$ cat config.mk
export PLATFORM = sky130hd
export DESIGN_NAME = bit_set_and_branch_exec
export DESIGN_NICKNAME = d
export VERILOG_FILES = /design/src/hw/bsf_pkg.sv /design/src/hw/bit_set_and_branch_exec.sv
export VERILOG_INCLUDE_DIRS = /design/src /design/src/hw
export SDC_FILE = /design/constraint.sdc
export NUM_CORES = 1
export LEC_CHECK = 0
export CORE_MARGIN = 2
export CORE_UTILIZATION = 43
export CTS_BUF_LIST = sky130_fd_sc_hd__clkbuf_4 sky130_fd_sc_hd__clkbuf_8
export CTS_CLUSTER_DIAMETER = 60
export DETAILED_ROUTE_END_ITERATION = 10
export DONT_BUFFER_PORTS = 1
export GPL_TIMING_DRIVEN = 0
export SLEW_MARGIN = 30
export SYNTH_ARGS = -nofsm -noshare
export SYNTH_HDL_FRONTEND = slang
export SYNTH_SLANG_ARGS = --single-unit
export TNS_END_PERCENT = 10
$ cat constraint.sdc
create_clock -name mclk_in -period 2.91 [get_ports mclk_in]
set_clock_uncertainty 0.2 [all_clocks]
set_input_delay 0.291 -clock mclk_in [delete_from_list [all_inputs] [get_ports mclk_in]]
set_output_delay 0.291 -clock mclk_in [all_outputs]
set_load 0.01 [all_outputs]
$ cat src/hw/bsf_params.svh
// Contract
// - Bit-set forces the chosen bit of the file register high, others kept.
// - Access bit zero resolves the file address inside the access bank, except in the indexed case below.
// - Access bit one takes the bank from the bank pointer register.
// - Extended set, access zero, address up to 5Fh: indexed literal offset.
`ifndef BSF_PARAMS_SVH
`define BSF_PARAMS_SVH

`define OPC_HI          15
`define OPC_LO          12
`define OPC_BIT_SET     4'h8
`define JMP_HI          15
`define JMP_LO          11
`define OPC_REL_JUMP    5'h1a
`define BIT_HI          11
`define BIT_LO          9
`define ACC_BIT         8
`define FADDR_HI        7
`define FADDR_LO        0
`define OFS_HI          10
`define OFS_LO          0
`define OFS_SIGN        10
`define IDX_LIMIT       8'h5f
`define ACC_LOW_BANK    4'h0
`define ACC_HIGH_BANK   4'hf
`define PC_STEP         21'h00_0002
`define ONE_BIT         8'h01

`define PH_Q1           2'h0
`define PH_Q2           2'h1
`define PH_Q3           2'h3
`define PH_Q4           2'h2

`endif

$ cat src/hw/bsf_pkg.sv
`include "bsf_params.svh"

package bsf_pkg;

  // Quarter phases of one instruction cycle, Gray coded in order.
  typedef enum logic [1:0] {
    PH_Q1 = `PH_Q1,
    PH_Q2 = `PH_Q2,
    PH_Q3 = `PH_Q3,
    PH_Q4 = `PH_Q4
  } phase_t;

  typedef enum logic [1:0] {
    OP_NONE,
    OP_BIT_SET,
    OP_REL_JUMP
  } op_t;

endpackage : bsf_pkg

$ cat src/hw/bit_set_and_branch_exec.sv
`timescale 1ns/1ps
`include "bsf_params.svh"

module bit_set_and_branch_exec #(
  parameter int ADDR_W = 12,
  parameter int PC_W   = 21
) (
  input  wire logic              mclk_in,
  input  wire logic              srst_in,
  input  wire logic [15:0]       instr_in,
  input  wire logic              instr_valid_in,
  input  wire logic              ext_set_en_in,
  input  wire logic [3:0]        bank_pointer_register_in,
  input  wire logic [ADDR_W-1:0] index_base_in,
  input  wire logic [PC_W-1:0]   pc_in,
  input  wire logic [7:0]        mem_rdata_in,
  output logic [1:0]             phase_out,
  output logic                   instr_taken_out,
  output logic [ADDR_W-1:0]      mem_addr_out,
  output logic                   mem_rd_out,
  output logic                   mem_wr_out,
  output logic [7:0]             mem_wdata_out,
  output logic                   pc_load_out,
  output logic [PC_W-1:0]        pc_target_out,
  output logic                   busy_out
);

  bsf_pkg::phase_t   phase_reg, phase_next;
  bsf_pkg::op_t      op_reg, op_next;
  logic [2:0]        bit_idx_reg, bit_idx_next;
  logic              flush_reg, flush_next;
  logic              taken_reg, taken_next;
  logic [ADDR_W-1:0] addr_reg, addr_next;
  logic              rd_reg, rd_next;
  logic              wr_reg, wr_next;
  logic [7:0]        wdata_reg, wdata_next;
  logic              pc_load_reg, pc_load_next;
  logic [PC_W-1:0]   pc_tgt_reg, pc_tgt_next;
  logic              take;

  // Resolves the data memory address of a file operand.
  function automatic logic [ADDR_W-1:0] file_addr(
    input logic [7:0]        f,
    input logic              acc,
    input logic              ext,
    input logic [3:0]        bank,
    input logic [ADDR_W-1:0] base
  );
    logic [ADDR_W-1:0] res;
    res = '0;
    if (acc) begin
      res = ADDR_W'({bank, f});
    end else if (ext && f <= `IDX_LIMIT) begin
      res = base + ADDR_W'(f);
    end else if (f <= `IDX_LIMIT) begin
      res = ADDR_W'({`ACC_LOW_BANK, f});
    end else begin
      res = ADDR_W'({`ACC_HIGH_BANK, f});
    end
    return res;
  endfunction : file_addr

  // A branch keeps the second instruction cycle as a bubble, so the word
  // offered then is not taken and must be held by the fetch path.
  assign take = (phase_reg == bsf_pkg::PH_Q1) && instr_valid_in && !flush_reg;

  always_comb begin
    phase_next   = phase_reg;
    op_next      = op_reg;
    bit_idx_next = bit_idx_reg;
    flush_next   = flush_reg;
    taken_next   = 1'b0;
    addr_next    = addr_reg;
    rd_next      = 1'b0;
    wr_next      = 1'b0;
    wdata_next   = wdata_reg;
    pc_load_next = 1'b0;
    pc_tgt_next  = pc_tgt_reg;
    case (phase_reg)
      bsf_pkg::PH_Q1: begin
        phase_next = bsf_pkg::PH_Q2;
        flush_next = 1'b0;
        op_next    = bsf_pkg::OP_NONE;
        if (take) begin
          taken_next = 1'b1;
          if (instr_in[`OPC_HI:`OPC_LO] == `OPC_BIT_SET) begin
            op_next      = bsf_pkg::OP_BIT_SET;
            bit_idx_next = instr_in[`BIT_HI:`BIT_LO];
            addr_next    = file_addr(instr_in[`FADDR_HI:`FADDR_LO],
                                     instr_in[`ACC_BIT], ext_set_en_in,
                                     bank_pointer_register_in, index_base_in);
            rd_next      = 1'b1;
          end else if (instr_in[`JMP_HI:`JMP_LO] == `OPC_REL_JUMP) begin
            op_next     = bsf_pkg::OP_REL_JUMP;
            // The target wraps inside the program counter width on purpose.
            pc_tgt_next = PC_W'(pc_in + PC_W'(`PC_STEP) + PC_W'({{(PC_W-12){
                            instr_in[`OFS_SIGN]}}, instr_in[`OFS_HI:`OFS_LO],
                            1'b0}));
          end
        end
      end
      bsf_pkg::PH_Q2: begin
        phase_next = bsf_pkg::PH_Q3;
      end
      bsf_pkg::PH_Q3: begin
        phase_next = bsf_pkg::PH_Q4;
        if (op_reg == bsf_pkg::OP_BIT_SET) begin
          wdata_next = mem_rdata_in | (`ONE_BIT << bit_idx_reg);
          wr_next    = 1'b1;
        end else if (op_reg == bsf_pkg::OP_REL_JUMP) begin
          pc_load_next = 1'b1;
          flush_next   = 1'b1;
        end
      end
      bsf_pkg::PH_Q4: begin
        phase_next = bsf_pkg::PH_Q1;
      end
      default: begin
        phase_next = bsf_pkg::PH_Q1;
      end
    endcase
  end

  always_ff @(posedge mclk_in) begin
    if (srst_in) begin
      phase_reg   <= bsf_pkg::PH_Q1;
      op_reg      <= bsf_pkg::OP_NONE;
      bit_idx_reg <= '0;
      flush_reg   <= 1'b0;
      taken_reg   <= 1'b0;
      addr_reg    <= '0;
      rd_reg      <= 1'b0;
      wr_reg      <= 1'b0;
      wdata_reg   <= '0;
      pc_load_reg <= 1'b0;
      pc_tgt_reg  <= '0;
    end else begin
      phase_reg   <= phase_next;
      op_reg      <= op_next;
      bit_idx_reg <= bit_idx_next;
      flush_reg   <= flush_next;
      taken_reg   <= taken_next;
      addr_reg    <= addr_next;
      rd_reg      <= rd_next;
      wr_reg      <= wr_next;
      wdata_reg   <= wdata_next;
      pc_load_reg <= pc_load_next;
      pc_tgt_reg  <= pc_tgt_next;
    end
  end

  assign phase_out       = phase_reg;
  assign instr_taken_out = taken_reg;
  assign mem_addr_out    = addr_reg;
  assign mem_rd_out      = rd_reg;
  assign mem_wr_out      = wr_reg;
  assign mem_wdata_out   = wdata_reg;
  assign pc_load_out     = pc_load_reg;
  assign pc_target_out   = pc_tgt_reg;
  assign busy_out        = flush_reg;

  logic [15:0] instr_q;
  logic        ext_q;
  logic [3:0]  bank_q;
  logic [ADDR_W-1:0] base_q;
  always_ff @(posedge mclk_in) begin
    instr_q <= instr_in;
    ext_q   <= ext_set_en_in;
    bank_q  <= bank_pointer_register_in;
    base_q  <= index_base_in;
  end
endmodule : bit_set_and_branch_exec

==> flow_summary.html, run 1 <==
<table>
<tr><th>Metric</th><th>Value</th></tr>
<tr><th colspan="2">CTS</th></tr>
<tr><td>Clock slew at reported path FFs</td><td>110 ps</td></tr>
<tr><td>Number of buffers added by the clock tree synthesis step</td><td>5</td></tr>
<tr><td>Clock Root Buffer</td><td>sky130_fd_sc_hd__clkbuf_8</td></tr>
<tr><td>Clock latency of the later-clocked register in the worst-skew pair</td><td>320 ps</td></tr>
<tr><td>Clock tree buffer depth</td><td>2</td></tr>
<tr><td>CTS tree</td><td>done</td></tr>
<tr><td>Total number of H-tree levels</td><td>2</td></tr>
<tr><td>Total clock sinks</td><td>53</td></tr>
<tr><th colspan="2">Setup path</th></tr>
<tr><td>Crit. End Element</td><td>register</td></tr>
<tr><td>WS Path Type</td><td>reg2reg</td></tr>
<tr><td>Arrival time of data at the critical path endpoint</td><td>2610 ps</td></tr>
<tr><td>Depth of the worst register-to-register path</td><td>9</td></tr>
<tr><td>Reg2reg setup slack</td><td>280 ps</td></tr>
<tr><td>Req. time, crit path</td><td>2890 ps</td></tr>
<tr><td>Critical Path Start Type</td><td>register</td></tr>
<tr><td>Largest fanout on the critical path</td><td>10</td></tr>
<tr><td>Reg2Reg Launch Point</td><td>phase_out[0]</td></tr>
<tr><td>FF-to-FF End</td><td>pc_target_out[19]</td></tr>
<tr><th colspan="2">Final layout</th></tr>
<tr><td>Number of cells in the finished layout apart from fillers</td><td>587</td></tr>
<tr><td>Max reg flops</td><td>21</td></tr>
<tr><td>Area of combinational cells with multiple inputs</td><td>0.002466 sq mm</td></tr>
<tr><td>Final core area utilization</td><td>49.53%</td></tr>
<tr><td>Total area of sequential cells</td><td>0.001061 sq mm</td></tr>
<tr><td>Fraction of final layout cells sized beyond drive strength 1</td><td>4.772%</td></tr>
<tr><td>Number of nets in the final layout</td><td>597</td></tr>
<tr><td>Filler cell count</td><td>828</td></tr>
<tr><td># diodes</td><td>0</td></tr>
<tr><td>Area overhead of the layout relative to synthesis</td><td>10.89%</td></tr>
<tr><th colspan="2">Global route</th></tr>
<tr><td>Global-route usage over all layers</td><td>21.39%</td></tr>
<tr><td>Maximum number of pins on one net before global-route repair</td><td>18</td></tr>
<tr><td>Initial antenna violation count</td><td>0</td></tr>
<tr><td>Global-route wire length before repair</td><td>16700 microns</td></tr>
<tr><td>Global route overflow</td><td>0</td></tr>
<tr><td>Via count of the first global-routing pass</td><td>3454</td></tr>
<tr><th colspan="2">Floorplanning</th></tr>
<tr><td>Overall die height</td><td>96.62 microns</td></tr>
<tr><td>Die area</td><td>0.009334 sq mm</td></tr>
<tr><td>Core area</td><td>0.008258 sq mm</td></tr>
<tr><td>Row cnt</td><td>33</td></tr>
<tr><td>Width of the die</td><td>96.62 microns</td></tr>
<tr><td>Starting Density</td><td>44.67%</td></tr>
<tr><td>I/O pin count</td><td>113</td></tr>
<tr><th colspan="2">Timing</th></tr>
<tr><td>Maximum frequency from static timing analysis</td><td>380.3 MHz</td></tr>
<tr><td>Minimum period implied by the final worst setup slack</td><td>2630 ps</td></tr>
<tr><td>Fin Setup TNS</td><td>0 ps</td></tr>
<tr><td>Final-report setup violation count</td><td>0</td></tr>
<tr><td>Final period utilization</td><td>90.36%</td></tr>
<tr><td>Number of hold violations in the final report</td><td>0</td></tr>
<tr><td>Rel. slew slack</td><td>54.59%</td></tr>
<tr><td>Max-slew violation total from the final report</td><td>0</td></tr>
<tr><td>Slew at the pin with the worst max-slew slack</td><td>681.2 ps</td></tr>
<tr><td>Setup repair after global routing missed its margin</td><td>false</td></tr>
<tr><th colspan="2">Run status</th></tr>
<tr><td>Run status</td><td>complete, no violations</td></tr>
<tr><th colspan="2">Synthesis</th></tr>
<tr><td>Post-synthesis async set-or-reset flop share</td><td>0%</td></tr>
<tr><td>Synthesized Nets</td><td>575</td></tr>
<tr><td>Warnings, synthesis</td><td>0</td></tr>
<tr><td>Post-synth top flop</td><td>sky130_fd_sc_hd__dfxtp_1</td></tr>
<tr><td>Number of flops mapped to enable cells by yosys</td><td>0</td></tr>
<tr><td>Post-synthesis cell type count</td><td>52</td></tr>
<tr><td>Number of flip-flops and latches in the synthesized netlist</td><td>53</td></tr>
<tr><td>Mean instance size in the synthesized netlist</td><td>8.036 sq um</td></tr>
<tr><td>Post-Syn Area</td><td>0.003689 sq mm</td></tr>
<tr><td>Proportion of synthesized chip area in sequential cells</td><td>28.77%</td></tr>
<tr><td>Number of instances in the synthesized netlist</td><td>459</td></tr>
<tr><th colspan="2">Power and ir drop</th></tr>
<tr><td>Sequential fraction of design power</td><td>43.8%</td></tr>
<tr><td>Net load switching power</td><td>531.8 uW</td></tr>
<tr><td>Worst IR Drop VDD</td><td>0.2081 mV</td></tr>
<tr><td>Share of power burned in the clock network</td><td>31.2%</td></tr>
<tr><td>Leakage dissipation</td><td>0.001650 uW</td></tr>
<tr><td>Pwr Density</td><td>417.7 mW/mm^2</td></tr>
<tr><td>Power share of the combinational group</td><td>25.0%</td></tr>
<tr><td>Internal Power</td><td>1176 uW</td></tr>
<tr><td>Switching part of the total</td><td>31.13%</td></tr>
<tr><th colspan="2">Worst hold path</th></tr>
<tr><td>Number of cells traversed by the worst hold path</td><td>2</td></tr>
<tr><td>Type of the tightest min-delay check</td><td>in2reg</td></tr>
<tr><td>Worst hold path endpoint</td><td>mem_wdata_out[5]</td></tr>
<tr><td>Hold_sp</td><td>mem_rdata_in[5]</td></tr>
<tr><th colspan="2">Route</th></tr>
<tr><td>Vias/cell</td><td>5.894</td></tr>
<tr><td>Detailed-route via count</td><td>3460</td></tr>
<tr><td>Post-detailed-routing wire length</td><td>10160 microns</td></tr>
<tr><td>Final routed DRC violation total</td><td>0</td></tr>
<tr><td>Number of iterations in the first detailed-routing pass</td><td>4</td></tr>
<tr><td>Detailed-route wire length per cell</td><td>17.31 microns</td></tr>
<tr><td>Antenna Violating Nets Remaining</td><td>0</td></tr>
<tr><td>DRC marker count from the first detailed-route iteration</td><td>132</td></tr>
<tr><th colspan="2">Placement</th></tr>
<tr><td>Routability cong.</td><td>0.8425</td></tr>
<tr><td>Number of port buffers</td><td>0</td></tr>
<tr><td>Detail Placement HPWL</td><td>7748 microns</td></tr>
<tr><td>Number of placed cells counting well taps</td><td>564</td></tr>
<tr><th colspan="2">Job</th></tr>
<tr><td>Number of maximum-capacitance violations</td><td>0</td></tr>
</table>
-- placed cells by master, fill, tap and decap left out, types with 3 or more instances in the layout --
master	instances
sky130_fd_sc_hd__nand3_1	17
sky130_fd_sc_hd__clkbuf_8	5
sky130_fd_sc_hd__buf_2	3
sky130_fd_sc_hd__a31oi_1	7
sky130_fd_sc_hd__or3_1	5
sky130_fd_sc_hd__dlygate4sd3_1	15
sky130_fd_sc_hd__o21a_1	7
sky130_fd_sc_hd__o211ai_1	6
sky130_fd_sc_hd__nand2b_1	5
sky130_fd_sc_hd__a21oi_1	49
sky130_fd_sc_hd__xor2_1	4
sky130_fd_sc_hd__clkbuf_1	12
sky130_fd_sc_hd__inv_1	18
sky130_fd_sc_hd__and3_1	8
sky130_fd_sc_hd__a311oi_1	7
sky130_fd_sc_hd__dfxtp_1	53
sky130_fd_sc_hd__nand3b_1	3
sky130_fd_sc_hd__xnor2_1	9
sky130_fd_sc_hd__o21ai_0	19
sky130_fd_sc_hd__ha_1	49
sky130_fd_sc_hd__and2_1	5
sky130_fd_sc_hd__nor2_1	36
sky130_fd_sc_hd__nand2_1	52
sky130_fd_sc_hd__o22ai_1	3
sky130_fd_sc_hd__a211oi_1	8
sky130_fd_sc_hd__buf_1	3
sky130_fd_sc_hd__a21o_1	9
sky130_fd_sc_hd__nor2b_1	3
sky130_fd_sc_hd__nor3_1	20
-- critical path, cell delays in order, from the launching register on --
cell and delay [ps]:
sky130_fd_sc_hd__dfxtp_1 390, sky130_fd_sc_hd__inv_1 100, sky130_fd_sc_hd__ha_1 190, sky130_fd_sc_hd__nand3b_1 150
sky130_fd_sc_hd__or3b_4 450, sky130_fd_sc_hd__or3_4 390, sky130_fd_sc_hd__buf_6 150, sky130_fd_sc_hd__buf_2 210
sky130_fd_sc_hd__nand3_1 120, sky130_fd_sc_hd__o311ai_0 150
-- synthesized netlist by cell type (6+ instances only) --
master / n / area, sq um
sky130_fd_sc_hd__nand2_1: 52 / 195.2
sky130_fd_sc_hd__xnor2_1: 9 / 78.83
sky130_fd_sc_hd__o21a_1: 7 / 52.55
sky130_fd_sc_hd__nor3_1: 21 / 105.1
sky130_fd_sc_hd__a21o_1: 9 / 67.56
sky130_fd_sc_hd__clkbuf_1: 12 / 45.04
sky130_fd_sc_hd__inv_1: 18 / 67.56
sky130_fd_sc_hd__o21ai_0: 19 / 95.09
sky130_fd_sc_hd__dfxtp_1: 53 / 1061
sky130_fd_sc_hd__nand3_1: 17 / 85.08
sky130_fd_sc_hd__nor2_1: 36 / 135.1
sky130_fd_sc_hd__ha_1: 49 / 613.1
sky130_fd_sc_hd__o211ai_1: 6 / 45.04
sky130_fd_sc_hd__and3_1: 8 / 50.05
sky130_fd_sc_hd__a311oi_1: 7 / 61.31
sky130_fd_sc_hd__a211oi_1: 8 / 60.06
sky130_fd_sc_hd__a21oi_1: 49 / 245.2
sky130_fd_sc_hd__a31oi_1: 7 / 43.79
-- area by class of cell --
| cell class | instances | share of cell area (%) |
|---|---|---|
| Inverter | 18 | 1.652 |
| Tap cell | 105 | 3.212 |
| Clock inverter | 3 | 1.071 |
| Buffer | 21 | 2.478 |
| Sequential cell | 53 | 25.94 |
| Multi-Input combinational cell | 367 | 60.29 |
| Clock buffer | 5 | 1.682 |
| Timing Repair Buffer | 15 | 3.671 |
-- cell families after synthesis --
family                     after synthesis  synth area share [%]
and+or+nand+nor                        167                 21.81
AOI/OAI and AO/OA                      134                 23.58
DFF                                     53                 28.77
adders and majority gates               51                 17.71
buffers and inverters                   39                 4.511
xor gates and xnor gates                13                 3.087
muxes                                    2                0.5428
-- through the flow --
| stage | setup slack (ps) | total power, uW | instance area [sq um] | hold WS [ps] |
|---|---|---|---|---|
| global route | 125.2 | 1802 | 4090 | 9.861 |
| CTS | 154.8 | 1718 | 4073 | 0.5393 |
| floorplan | 444.9 | 1087 | 3689 | 215.3 |
| global placement | 188.1 | 1162 | 3820 | 221.1 |
| finish | 280.5 | 1708 | 4090 | 2.774 |
| detailed placement | 117.7 | 1171 | 3820 | 230.4 |
-- metal layers --
| metal | vias to the layer above | wire length, microns | track usage, % | part of all wire, % |
|---|---|---|---|---|
| met5 | - | 0 | 0 | 0 |
| met4 | 0 | 133 | 5.959 | 1.3 |
| met3 | 11 | 962 | 7.587 | 9.5 |
| met2 | 121 | 4633 | 35.26 | 46 |
| met1 | 1607 | 4433 | 26.45 | 44 |
| li1 | 1721 | - | - | - |
-- how the worst max path moves through the flow --
stage,start,end,slack [ps],cells after the start
2_1_floorplan,instr_in[1],pc_target_out[14],440,10
3_3_place_gp,instr_in[1],pc_target_out[14],190,10
3_5_place_dp,instr_in[0],pc_target_out[14],120,12
4_1_cts,phase_out[0],pc_target_out[11],150,9
5_1_grt,phase_out[1],pc_target_out[19],130,9
6_report,phase_out[0],pc_target_out[19],280,9
-- power by group through the flow --
| stage | registers [uW] | clock network (uW) | logic (uW) |
|---|---|---|---|
| after floorplan | 762 | 0 | 325 |
| after global placement | 764 | 0 | 398 |
| after detailed placement | 765 | 0 | 407 |
| after CTS | 748 | 544 | 426 |
| after global routing | 749 | 566 | 486 |
| final | 748 | 533 | 428 |
-- timing repair --
item | CTS | global route
resized for setup | 0 | 2
setup buffers | 0 | 0
hold endpoints to repair | 14 | 1
endpoints found under the setup margin | 0 | 1
hold buffers | 14 | 1
Note: power is estimated with default switching activity, not from simulation.
==> run 2: changes to the inputs <==
--- a/config.mk
+++ b/config.mk
@@ -13,6 +13,7 @@
 export DETAILED_ROUTE_END_ITERATION = 10
 export DONT_BUFFER_PORTS = 1
 export GPL_TIMING_DRIVEN = 0
+export REMOVE_ABC_BUFFERS = 1
 export SLEW_MARGIN = 30
 export SYNTH_ARGS = -nofsm -noshare
 export SYNTH_HDL_FRONTEND = slang
==> constraint.sdc (replaced) <==
create_clock -name mclk_in -period 2.35 [get_ports mclk_in]
set_clock_uncertainty 0.2 [all_clocks]
set_input_delay 0.235 -clock mclk_in [delete_from_list [all_inputs] [get_ports mclk_in]]
set_output_delay 0.235 -clock mclk_in [all_outputs]
set_load 0.01 [all_outputs]
==> flow_summary.html, run 2 (synthesis gave the netlist of run 1 again) <==
<table>
<tr><th>Metric</th><th>Value</th></tr>
<tr><th colspan="2">Timing</th></tr>
<tr><td>Rel. slew slack</td><td>70.39%</td></tr>
<tr><td>Final-report setup violation count</td><td>14</td></tr>
<tr><td>Setup repair after global routing missed its margin</td><td>true</td></tr>
<tr><td>Maximum frequency from static timing analysis</td><td>416.7 MHz</td></tr>
<tr><td>Number of hold violations in the final report</td><td>38</td></tr>
<tr><td>Min setup slack post-route</td><td>-50.05 ps</td></tr>
<tr><td>Minimum period implied by the final worst setup slack</td><td>2400 ps</td></tr>
<tr><td>Max-slew violation total from the final report</td><td>0</td></tr>
<tr><td>Final worst hold slack</td><td>-221.5 ps</td></tr>
<tr><td>Slew at the pin with the worst max-slew slack</td><td>442.3 ps</td></tr>
<tr><td>Final period utilization</td><td>102.1%</td></tr>
<tr><th colspan="2">Placement</th></tr>
<tr><td>Number of port buffers</td><td>0</td></tr>
<tr><td>Routability cong.</td><td>0.8172</td></tr>
<tr><td>Detail Placement HPWL</td><td>7024 microns</td></tr>
<tr><td>Instance area at placement</td><td>0.003761 sq mm</td></tr>
<tr><th colspan="2">Route</th></tr>
<tr><td>Final routed DRC violation total</td><td>0</td></tr>
<tr><td>DRC marker count from the first detailed-route iteration</td><td>76</td></tr>
<tr><td>Post-detailed-routing wire length</td><td>9814 microns</td></tr>
<tr><td>Detailed-route via count</td><td>3423</td></tr>
<tr><td>Vias/cell</td><td>5.953</td></tr>
<tr><td>Number of iterations in the first detailed-routing pass</td><td>4</td></tr>
<tr><td>Antenna Violating Nets Remaining</td><td>0</td></tr>
<tr><td>Detailed-route wire length per cell</td><td>17.07 microns</td></tr>
<tr><th colspan="2">Setup path</th></tr>
<tr><td>Reg2reg setup slack</td><td>-50 ps</td></tr>
<tr><td>Arrival time of data at the critical path endpoint</td><td>2400 ps</td></tr>
<tr><td>Cell breakdown of the critical path</td><td>inv_4 &gt; ha_4 &gt; nand3b_1 &gt; or3b_4 &gt; or3_4 &gt; and3_4 &gt; a31oi_1 &gt; o41ai_1</td></tr>
<tr><td>FF-to-FF End</td><td>mem_addr_out[7]</td></tr>
<tr><td>Reg2Reg Launch Point</td><td>phase_out[1]</td></tr>
<tr><td>Depth of the worst register-to-register path</td><td>8</td></tr>
<tr><td>WS Path Type</td><td>reg2reg</td></tr>
<tr><td>Critical path buffers and inverters</td><td>1</td></tr>
<tr><td>Critical Path Slowest Stage Cell</td><td>sky130_fd_sc_hd__or3b_4</td></tr>
<tr><td>Crit. End Element</td><td>register</td></tr>
<tr><td>Capturing instance or port of the critical path</td><td>mem_addr_out[7]</td></tr>
<tr><td>Critical Path Start Type</td><td>register</td></tr>
<tr><td>Largest fanout on the critical path</td><td>17</td></tr>
<tr><td>Crit path from</td><td>phase_out[1]</td></tr>
<tr><td>Largest incremental delay on the critical path</td><td>470 ps</td></tr>
<tr><td>Crit path depth</td><td>8</td></tr>
<tr><td>Cell family contributing the most delay on the critical path</td><td>simple AND/OR/NAND/NOR gates</td></tr>
<tr><td>Req. time, crit path</td><td>2350 ps</td></tr>
<tr><th colspan="2">Power and ir drop</th></tr>
<tr><td>Power share of the combinational group</td><td>26.3%</td></tr>
<tr><td>Share of power burned in the clock network</td><td>27.4%</td></tr>
<tr><td>Internal Power</td><td>1362 uW</td></tr>
<tr><td>Leakage dissipation</td><td>0.001680 uW</td></tr>
<tr><td>Worst IR Drop VDD</td><td>0.2198 mV</td></tr>
<tr><td>Sequential fraction of design power</td><td>46.3%</td></tr>
<tr><td>Pwr Density</td><td>484.1 mW/mm^2</td></tr>
<tr><td>Switching part of the total</td><td>32.17%</td></tr>
<tr><td>Net load switching power</td><td>645.9 uW</td></tr>
<tr><th colspan="2">Floorplanning</th></tr>
<tr><td>Starting Density</td><td>44.67%</td></tr>
<tr><td>I/O pin count</td><td>113</td></tr>
<tr><td>Row cnt</td><td>33</td></tr>
<tr><td>Width of the die</td><td>96.62 microns</td></tr>
<tr><td>Core area</td><td>0.008258 sq mm</td></tr>
<tr><td>Overall die height</td><td>96.62 microns</td></tr>
<tr><td>Die area</td><td>0.009334 sq mm</td></tr>
<tr><th colspan="2">Final layout</th></tr>
<tr><td>Area overhead of the layout relative to synthesis</td><td>12.45%</td></tr>
<tr><td>Fraction of final layout cells sized beyond drive strength 1</td><td>10.00%</td></tr>
<tr><td># diodes</td><td>0</td></tr>
<tr><td>Highest-count cells in the layout ignoring fill and taps</td><td>52 x sky130_fd_sc_hd__nand2_1, 51 x sky130_fd_sc_hd__dfxtp_1, 48 x sky130_fd_sc_hd__ha_1</td></tr>
<tr><td>Final core area utilization</td><td>50.23%</td></tr>
<tr><td>Number of nets in the final layout</td><td>585</td></tr>
<tr><td>Max reg flops</td><td>21</td></tr>
<tr><td>Commonest non-fill, non-tap cell in the layout</td><td>sky130_fd_sc_hd__nand2_1</td></tr>
<tr><td>Layout Cell Area excl Fill</td><td>0.004148 sq mm</td></tr>
<tr><th colspan="2">CTS</th></tr>
<tr><td>Total clock sinks</td><td>53</td></tr>
<tr><td>Number of buffers added by the clock tree synthesis step</td><td>5</td></tr>
<tr><td>Clock tree buffer depth</td><td>2</td></tr>
<tr><td>CTS tree</td><td>done</td></tr>
<tr><td>Clock latency of the later-clocked register in the worst-skew pair</td><td>300 ps</td></tr>
<tr><td>Total number of H-tree levels</td><td>2</td></tr>
<tr><td>Clock slew at reported path FFs</td><td>110 ps</td></tr>
<tr><td>Clock Root Buffer</td><td>sky130_fd_sc_hd__clkbuf_8</td></tr>
<tr><td>CTS Hold Buffers Added</td><td>13</td></tr>
<tr><th colspan="2">Worst hold path</th></tr>
<tr><td>Hold_sp</td><td>srst_in</td></tr>
<tr><td>Type of the tightest min-delay check</td><td>in2reg</td></tr>
<tr><th colspan="2">Run status</th></tr>
<tr><td>Violations in the final reports</td><td>negative hold slack, negative setup slack</td></tr>
<tr><td>Run status</td><td>finished with violations</td></tr>
<tr><th colspan="2">Global route</th></tr>
<tr><td>Initial antenna violation count</td><td>0</td></tr>
<tr><td>Global-route wire length before repair</td><td>16170 microns</td></tr>
<tr><td>Global route overflow</td><td>0</td></tr>
<tr><td>Global-route usage over all layers</td><td>20.47%</td></tr>
<tr><td>Via count of the first global-routing pass</td><td>3376</td></tr>
<tr><td>Maximum number of pins on one net before global-route repair</td><td>52</td></tr>
<tr><th colspan="2">Job</th></tr>
<tr><td>Number of maximum-capacitance violations</td><td>0</td></tr>
</table>
## run 2: final cells by class
cell class	instances	area, sq um
multi-input cells	368	2557
clock buffers	5	68.82
clock inverters	3	25.02
fillers	848	4110
inverters	18	72.57
flip-flops and latches	53	1069
repair buffers	23	224.0
well taps	105	131.4
## run 2: through the flow
| step | setup TNS, ps | std cells | setup slack, ps | hold WS, ps | total power, uW |
|---|---|---|---|---|---|
| 2_1_floorplan | -10670 | 438 | -456.4 | 97.44 | 1332 |
| 3_3_place_gp | -39670 | 543 | -1416 | 107.8 | 1414 |
| 3_5_place_dp | -4129 | 547 | -358.5 | 108.0 | 1428 |
| 4_1_cts | -67.59 | 573 | -30.20 | -223.1 | 2007 |
| 5_1_grt | -2021 | 575 | -141.5 | -234.1 | 2133 |
| 6_report | -194.8 | 575 | -50.05 | -221.5 | 2008 |
## run 2: what timing repair did
item                                    4_1_cts  5_1_grt
endpoints found under the setup margin       25       36
pin swaps                                     5        5
gates resized for setup                      13       18
hold endpoints to repair                     51       38
gates cloned                                  1        0
setup buffers                                 4        2
## run 2: worst min path at each step
stage / endpoint / slack, ps / cells past startpoint
2_1_floorplan: pc_target_out[8] / 100 / 1
3_3_place_gp: pc_target_out[8] / 110 / 1
3_5_place_dp: pc_target_out[8] / 110 / 1
4_1_cts: mem_addr_out[5] / -220 / 1
5_1_grt: pc_target_out[8] / -230 / 1
6_report: mem_addr_out[11] / -220 / 1
## run 2: power groups by stage
| stage | sequential (uW) | combinational [uW] | clock, uW |
|---|---|---|---|
| 6_report | 930 | 528 | 550 |
| 4_1_cts | 929 | 508 | 570 |
| 2_1_floorplan | 944 | 388 | 0 |
| 5_1_grt | 932 | 598 | 603 |
| 3_3_place_gp | 947 | 467 | 0 |
| 3_5_place_dp | 947 | 480 | 0 |
## run 2: worst reg2reg max path, stage by stage (launching register included)
cell and delay, ps:
sky130_fd_sc_hd__dfxtp_4 380, sky130_fd_sc_hd__inv_4 70, sky130_fd_sc_hd__ha_4 140, sky130_fd_sc_hd__nand3b_1 100
sky130_fd_sc_hd__or3b_4 470, sky130_fd_sc_hd__or3_4 460, sky130_fd_sc_hd__and3_4 220, sky130_fd_sc_hd__a31oi_1 150
sky130_fd_sc_hd__o41ai_1 90
## run 2: per-layer routing
metal | share of wire, % | global-route usage, % | vias to the layer above
li1 | - | - | 1698
met1 | 42 | 23.32 | 1612
met2 | 48 | 36.32 | 99
met3 | 8.2 | 7.009 | 14
met4 | 2.0 | 5.634 | 0
met5 | 0 | 0 | -
==> run 3: changes to the inputs <==
--- a/config.mk
+++ b/config.mk
@@ -7,15 +7,15 @@
 export NUM_CORES = 1
 export LEC_CHECK = 0
 export CORE_MARGIN = 2
-export CORE_UTILIZATION = 43
+export CORE_UTILIZATION = 28
 export CTS_BUF_LIST = sky130_fd_sc_hd__clkbuf_4 sky130_fd_sc_hd__clkbuf_8
 export CTS_CLUSTER_DIAMETER = 60
 export DETAILED_ROUTE_END_ITERATION = 10
 export DONT_BUFFER_PORTS = 1
-export GPL_TIMING_DRIVEN = 0
+export GPL_TIMING_DRIVEN = 1
 export REMOVE_ABC_BUFFERS = 1
 export SLEW_MARGIN = 30
 export SYNTH_ARGS = -nofsm -noshare
 export SYNTH_HDL_FRONTEND = slang
 export SYNTH_SLANG_ARGS = --single-unit
-export TNS_END_PERCENT = 10
+export TNS_END_PERCENT = 5
==> flow_summary.html, run 3 (synthesis gave the netlist of run 1 again) <==
<table>
<tr><th>Metric</th><th>Value</th></tr>
<tr><th colspan="2">Placement</th></tr>
<tr><td>Detail Placement HPWL</td><td>8290 microns</td></tr>
<tr><td>Number of port buffers</td><td>0</td></tr>
<tr><td>Instance area at placement</td><td>0.004125 sq mm</td></tr>
<tr><td>Number of placed cells counting well taps</td><td>648</td></tr>
<tr><td>Routability cong.</td><td>0.9046</td></tr>
<tr><th colspan="2">Floorplanning</th></tr>
<tr><td>Core area</td><td>0.01272 sq mm</td></tr>
<tr><td>Overall die height</td><td>118.8 microns</td></tr>
<tr><td>Starting Density</td><td>28.99%</td></tr>
<tr><td>Die area</td><td>0.01411 sq mm</td></tr>
<tr><td>Row cnt</td><td>41</td></tr>
<tr><td>Width of the die</td><td>118.8 microns</td></tr>
<tr><td>I/O pin count</td><td>113</td></tr>
<tr><th colspan="2">Global route</th></tr>
<tr><td>Initial antenna violation count</td><td>0</td></tr>
<tr><td>Global route overflow</td><td>0</td></tr>
<tr><td>Global-route wire length before repair</td><td>18070 microns</td></tr>
<tr><td>Maximum number of pins on one net before global-route repair</td><td>44</td></tr>
<tr><td>Global-route usage over all layers</td><td>15.76%</td></tr>
<tr><td>Via count of the first global-routing pass</td><td>3519</td></tr>
<tr><th colspan="2">CTS</th></tr>
<tr><td>Clock tree buffer depth</td><td>2</td></tr>
<tr><td>Total clock sinks</td><td>53</td></tr>
<tr><td>Total number of H-tree levels</td><td>2</td></tr>
<tr><td>Clock slew at reported path FFs</td><td>110 ps</td></tr>
<tr><td>Clock latency of the later-clocked register in the worst-skew pair</td><td>310 ps</td></tr>
<tr><td>CTS tree</td><td>done</td></tr>
<tr><td>Number of buffers added by the clock tree synthesis step</td><td>5</td></tr>
<tr><td>Clock Root Buffer</td><td>sky130_fd_sc_hd__clkbuf_8</td></tr>
<tr><th colspan="2">Final layout</th></tr>
<tr><td>Fraction of final layout cells sized beyond drive strength 1</td><td>13.45%</td></tr>
<tr><td>Area overhead of the layout relative to synthesis</td><td>24.46%</td></tr>
<tr><td>Number of nets in the final layout</td><td>628</td></tr>
<tr><td>Max reg flops</td><td>21</td></tr>
<tr><td># diodes</td><td>0</td></tr>
<tr><td>Highest-count cells in the layout ignoring fill and taps</td><td>52 x sky130_fd_sc_hd__nand2_1, 52 x sky130_fd_sc_hd__dfxtp_1, 49 x sky130_fd_sc_hd__a21oi_1</td></tr>
<tr><td>Layout Cell Area excl Fill</td><td>0.004591 sq mm</td></tr>
<tr><td>Number of cells in the finished layout apart from fillers</td><td>685</td></tr>
<tr><th colspan="2">Timing</th></tr>
<tr><td>Final worst hold slack</td><td>21.38 ps</td></tr>
<tr><td>Maximum frequency from static timing analysis</td><td>434.6 MHz</td></tr>
<tr><td>Minimum period implied by the final worst setup slack</td><td>2301 ps</td></tr>
<tr><td>Rel. slew slack</td><td>68.54%</td></tr>
<tr><td>Slew at the pin with the worst max-slew slack</td><td>471.9 ps</td></tr>
<tr><td>Setup repair after global routing missed its margin</td><td>true</td></tr>
<tr><td>Number of hold violations in the final report</td><td>0</td></tr>
<tr><td>Final period utilization</td><td>97.90%</td></tr>
<tr><td>Max-slew violation total from the final report</td><td>0</td></tr>
<tr><td>Final-report setup violation count</td><td>0</td></tr>
<tr><th colspan="2">Route</th></tr>
<tr><td>Detailed-route wire length per cell</td><td>16.42 microns</td></tr>
<tr><td>Detailed-route via count</td><td>3591</td></tr>
<tr><td>Detail Route met3 WL</td><td>833 microns</td></tr>
<tr><td>Final routed DRC violation total</td><td>0</td></tr>
<tr><td>Number of iterations in the first detailed-routing pass</td><td>5</td></tr>
<tr><td>Antenna Violating Nets Remaining</td><td>0</td></tr>
<tr><td>DRC marker count from the first detailed-route iteration</td><td>233</td></tr>
<tr><td>Routed length on met1</td><td>4984 microns</td></tr>
<tr><td>Highest Signal Layer</td><td>met4</td></tr>
<tr><td>Vias/cell</td><td>5.242</td></tr>
<tr><td>Post-detailed-routing wire length</td><td>11250 microns</td></tr>
<tr><td>Detailed route wirelength on metal2</td><td>5377 microns</td></tr>
<tr><th colspan="2">Worst hold path</th></tr>
<tr><td>Type of the tightest min-delay check</td><td>in2reg</td></tr>
<tr><td>Hold_sp</td><td>index_base_in[10]</td></tr>
<tr><td>Worst hold path endpoint</td><td>mem_addr_out[10]</td></tr>
<tr><td>Number of cells traversed by the worst hold path</td><td>2</td></tr>
<tr><th colspan="2">Job</th></tr>
<tr><td>Number of maximum-capacitance violations</td><td>0</td></tr>
<tr><th colspan="2">Setup path</th></tr>
<tr><td>WS Path Type</td><td>reg2reg</td></tr>
<tr><td>Reg2reg setup slack</td><td>50 ps</td></tr>
<tr><td>FF-to-FF End</td><td>pc_target_out[19]</td></tr>
<tr><td>Arrival time of data at the critical path endpoint</td><td>2330 ps</td></tr>
<tr><td>Critical Path Start Type</td><td>register</td></tr>
<tr><td>Largest fanout on the critical path</td><td>7</td></tr>
<tr><td>Cell breakdown of the critical path</td><td>inv_1 &gt; ha_2 &gt; nand3b_1 &gt; or3b_4 &gt; or3_4 &gt; buf_6 &gt; a2111o_1 &gt; o311ai_1</td></tr>
<tr><td>Largest incremental delay on the critical path</td><td>440 ps</td></tr>
<tr><td>Reg2Reg Launch Point</td><td>phase_out[1]</td></tr>
<tr><td>Critical Path Slowest Stage Cell</td><td>sky130_fd_sc_hd__or3b_4</td></tr>
<tr><td>Crit. End Element</td><td>register</td></tr>
<tr><td>Depth of the worst register-to-register path</td><td>8</td></tr>
<tr><td>Req. time, crit path</td><td>2380 ps</td></tr>
<tr><th colspan="2">Run status</th></tr>
<tr><td>Run status</td><td>complete, no violations</td></tr>
<tr><th colspan="2">Power and ir drop</th></tr>
<tr><td>Worst IR Drop VDD</td><td>0.3389 mV</td></tr>
<tr><td>Leakage dissipation</td><td>0.001892 uW</td></tr>
<tr><td>Pwr Density</td><td>482.9 mW/mm^2</td></tr>
</table>
==> run 3: layer usage <==
layer	up-vias	track usage, %
met3	4	5.405
met1	1686	19.71
met2	124	26.51
li1	1777	-
met5	-	0
met4	0	2.679
==> run 3: worst max-delay path: cells and delay by family (launching register included) <==
family	cells	cell delay [ps]
AND/OR/NAND/NOR	3	950
AO/OA/AOI/OAI	2	350
buffers and inverters	2	230
adder cells (fa/ha/maj)	1	170
flip-flops	1	320
==> run 3: stage by stage <==
stage | util (%) | total power, uW | TNS (ps) | setup WS [ps]
2_1_floorplan | - | 1332 | -10670 | -456.4
3_3_place_gp | 32.43 | 1490 | -1150 | -146.9
3_5_place_dp | 32.43 | 1499 | -1634 | -232.7
4_1_cts | 35.69 | 2233 | -76.99 | -48.33
5_1_grt | 36.08 | 2357 | -300.6 | -60.39
6_report | 36.08 | 2217 | 0 | 49.25
==> run 3: layout make-up <==
| cell class | count | area, sq um |
|---|---|---|
| Sequential cell | 53 | 1062 |
| Inverter | 18 | 67.56 |
| Clock buffer | 6 | 76.32 |
| Clock inverter | 2 | 38.79 |
| Multi-Input combinational cell | 367 | 2517 |
| Tap cell | 172 | 215.2 |
| Fill cell | 1352 | 8132 |
| Timing Repair Buffer | 67 | 613.1 |
==> run 3: worst max path at each step <==
| stage | startpoint | to | slack [ps] | cells past startpoint |
|---|---|---|---|---|
| 2_1_floorplan | phase_out[0] | pc_target_out[20] | -460 | 8 |
| 3_3_place_gp | instr_in[1] | pc_target_out[10] | -150 | 11 |
| 3_5_place_dp | instr_in[1] | pc_target_out[14] | -230 | 10 |
| 4_1_cts | phase_out[0] | pc_target_out[19] | -50 | 8 |
| 5_1_grt | phase_out[0] | mem_wdata_out[6] | -60 | 9 |
| 6_report | phase_out[1] | pc_target_out[19] | 50 | 8 |
==> run 3: timing repair <==
item                                   CTS  global route
setup endpoints to repair               10            17
pin swaps                                3             7
setup buffers                            0             2
endpoints found under the hold margin   50             0
hold buffers                            27             0
resized for setup                        5            11
==> run 3: where the power goes <==
part           internal (uW)  switching [uW]
logic                    298             330
registers                911            12.2
clock network            333             334
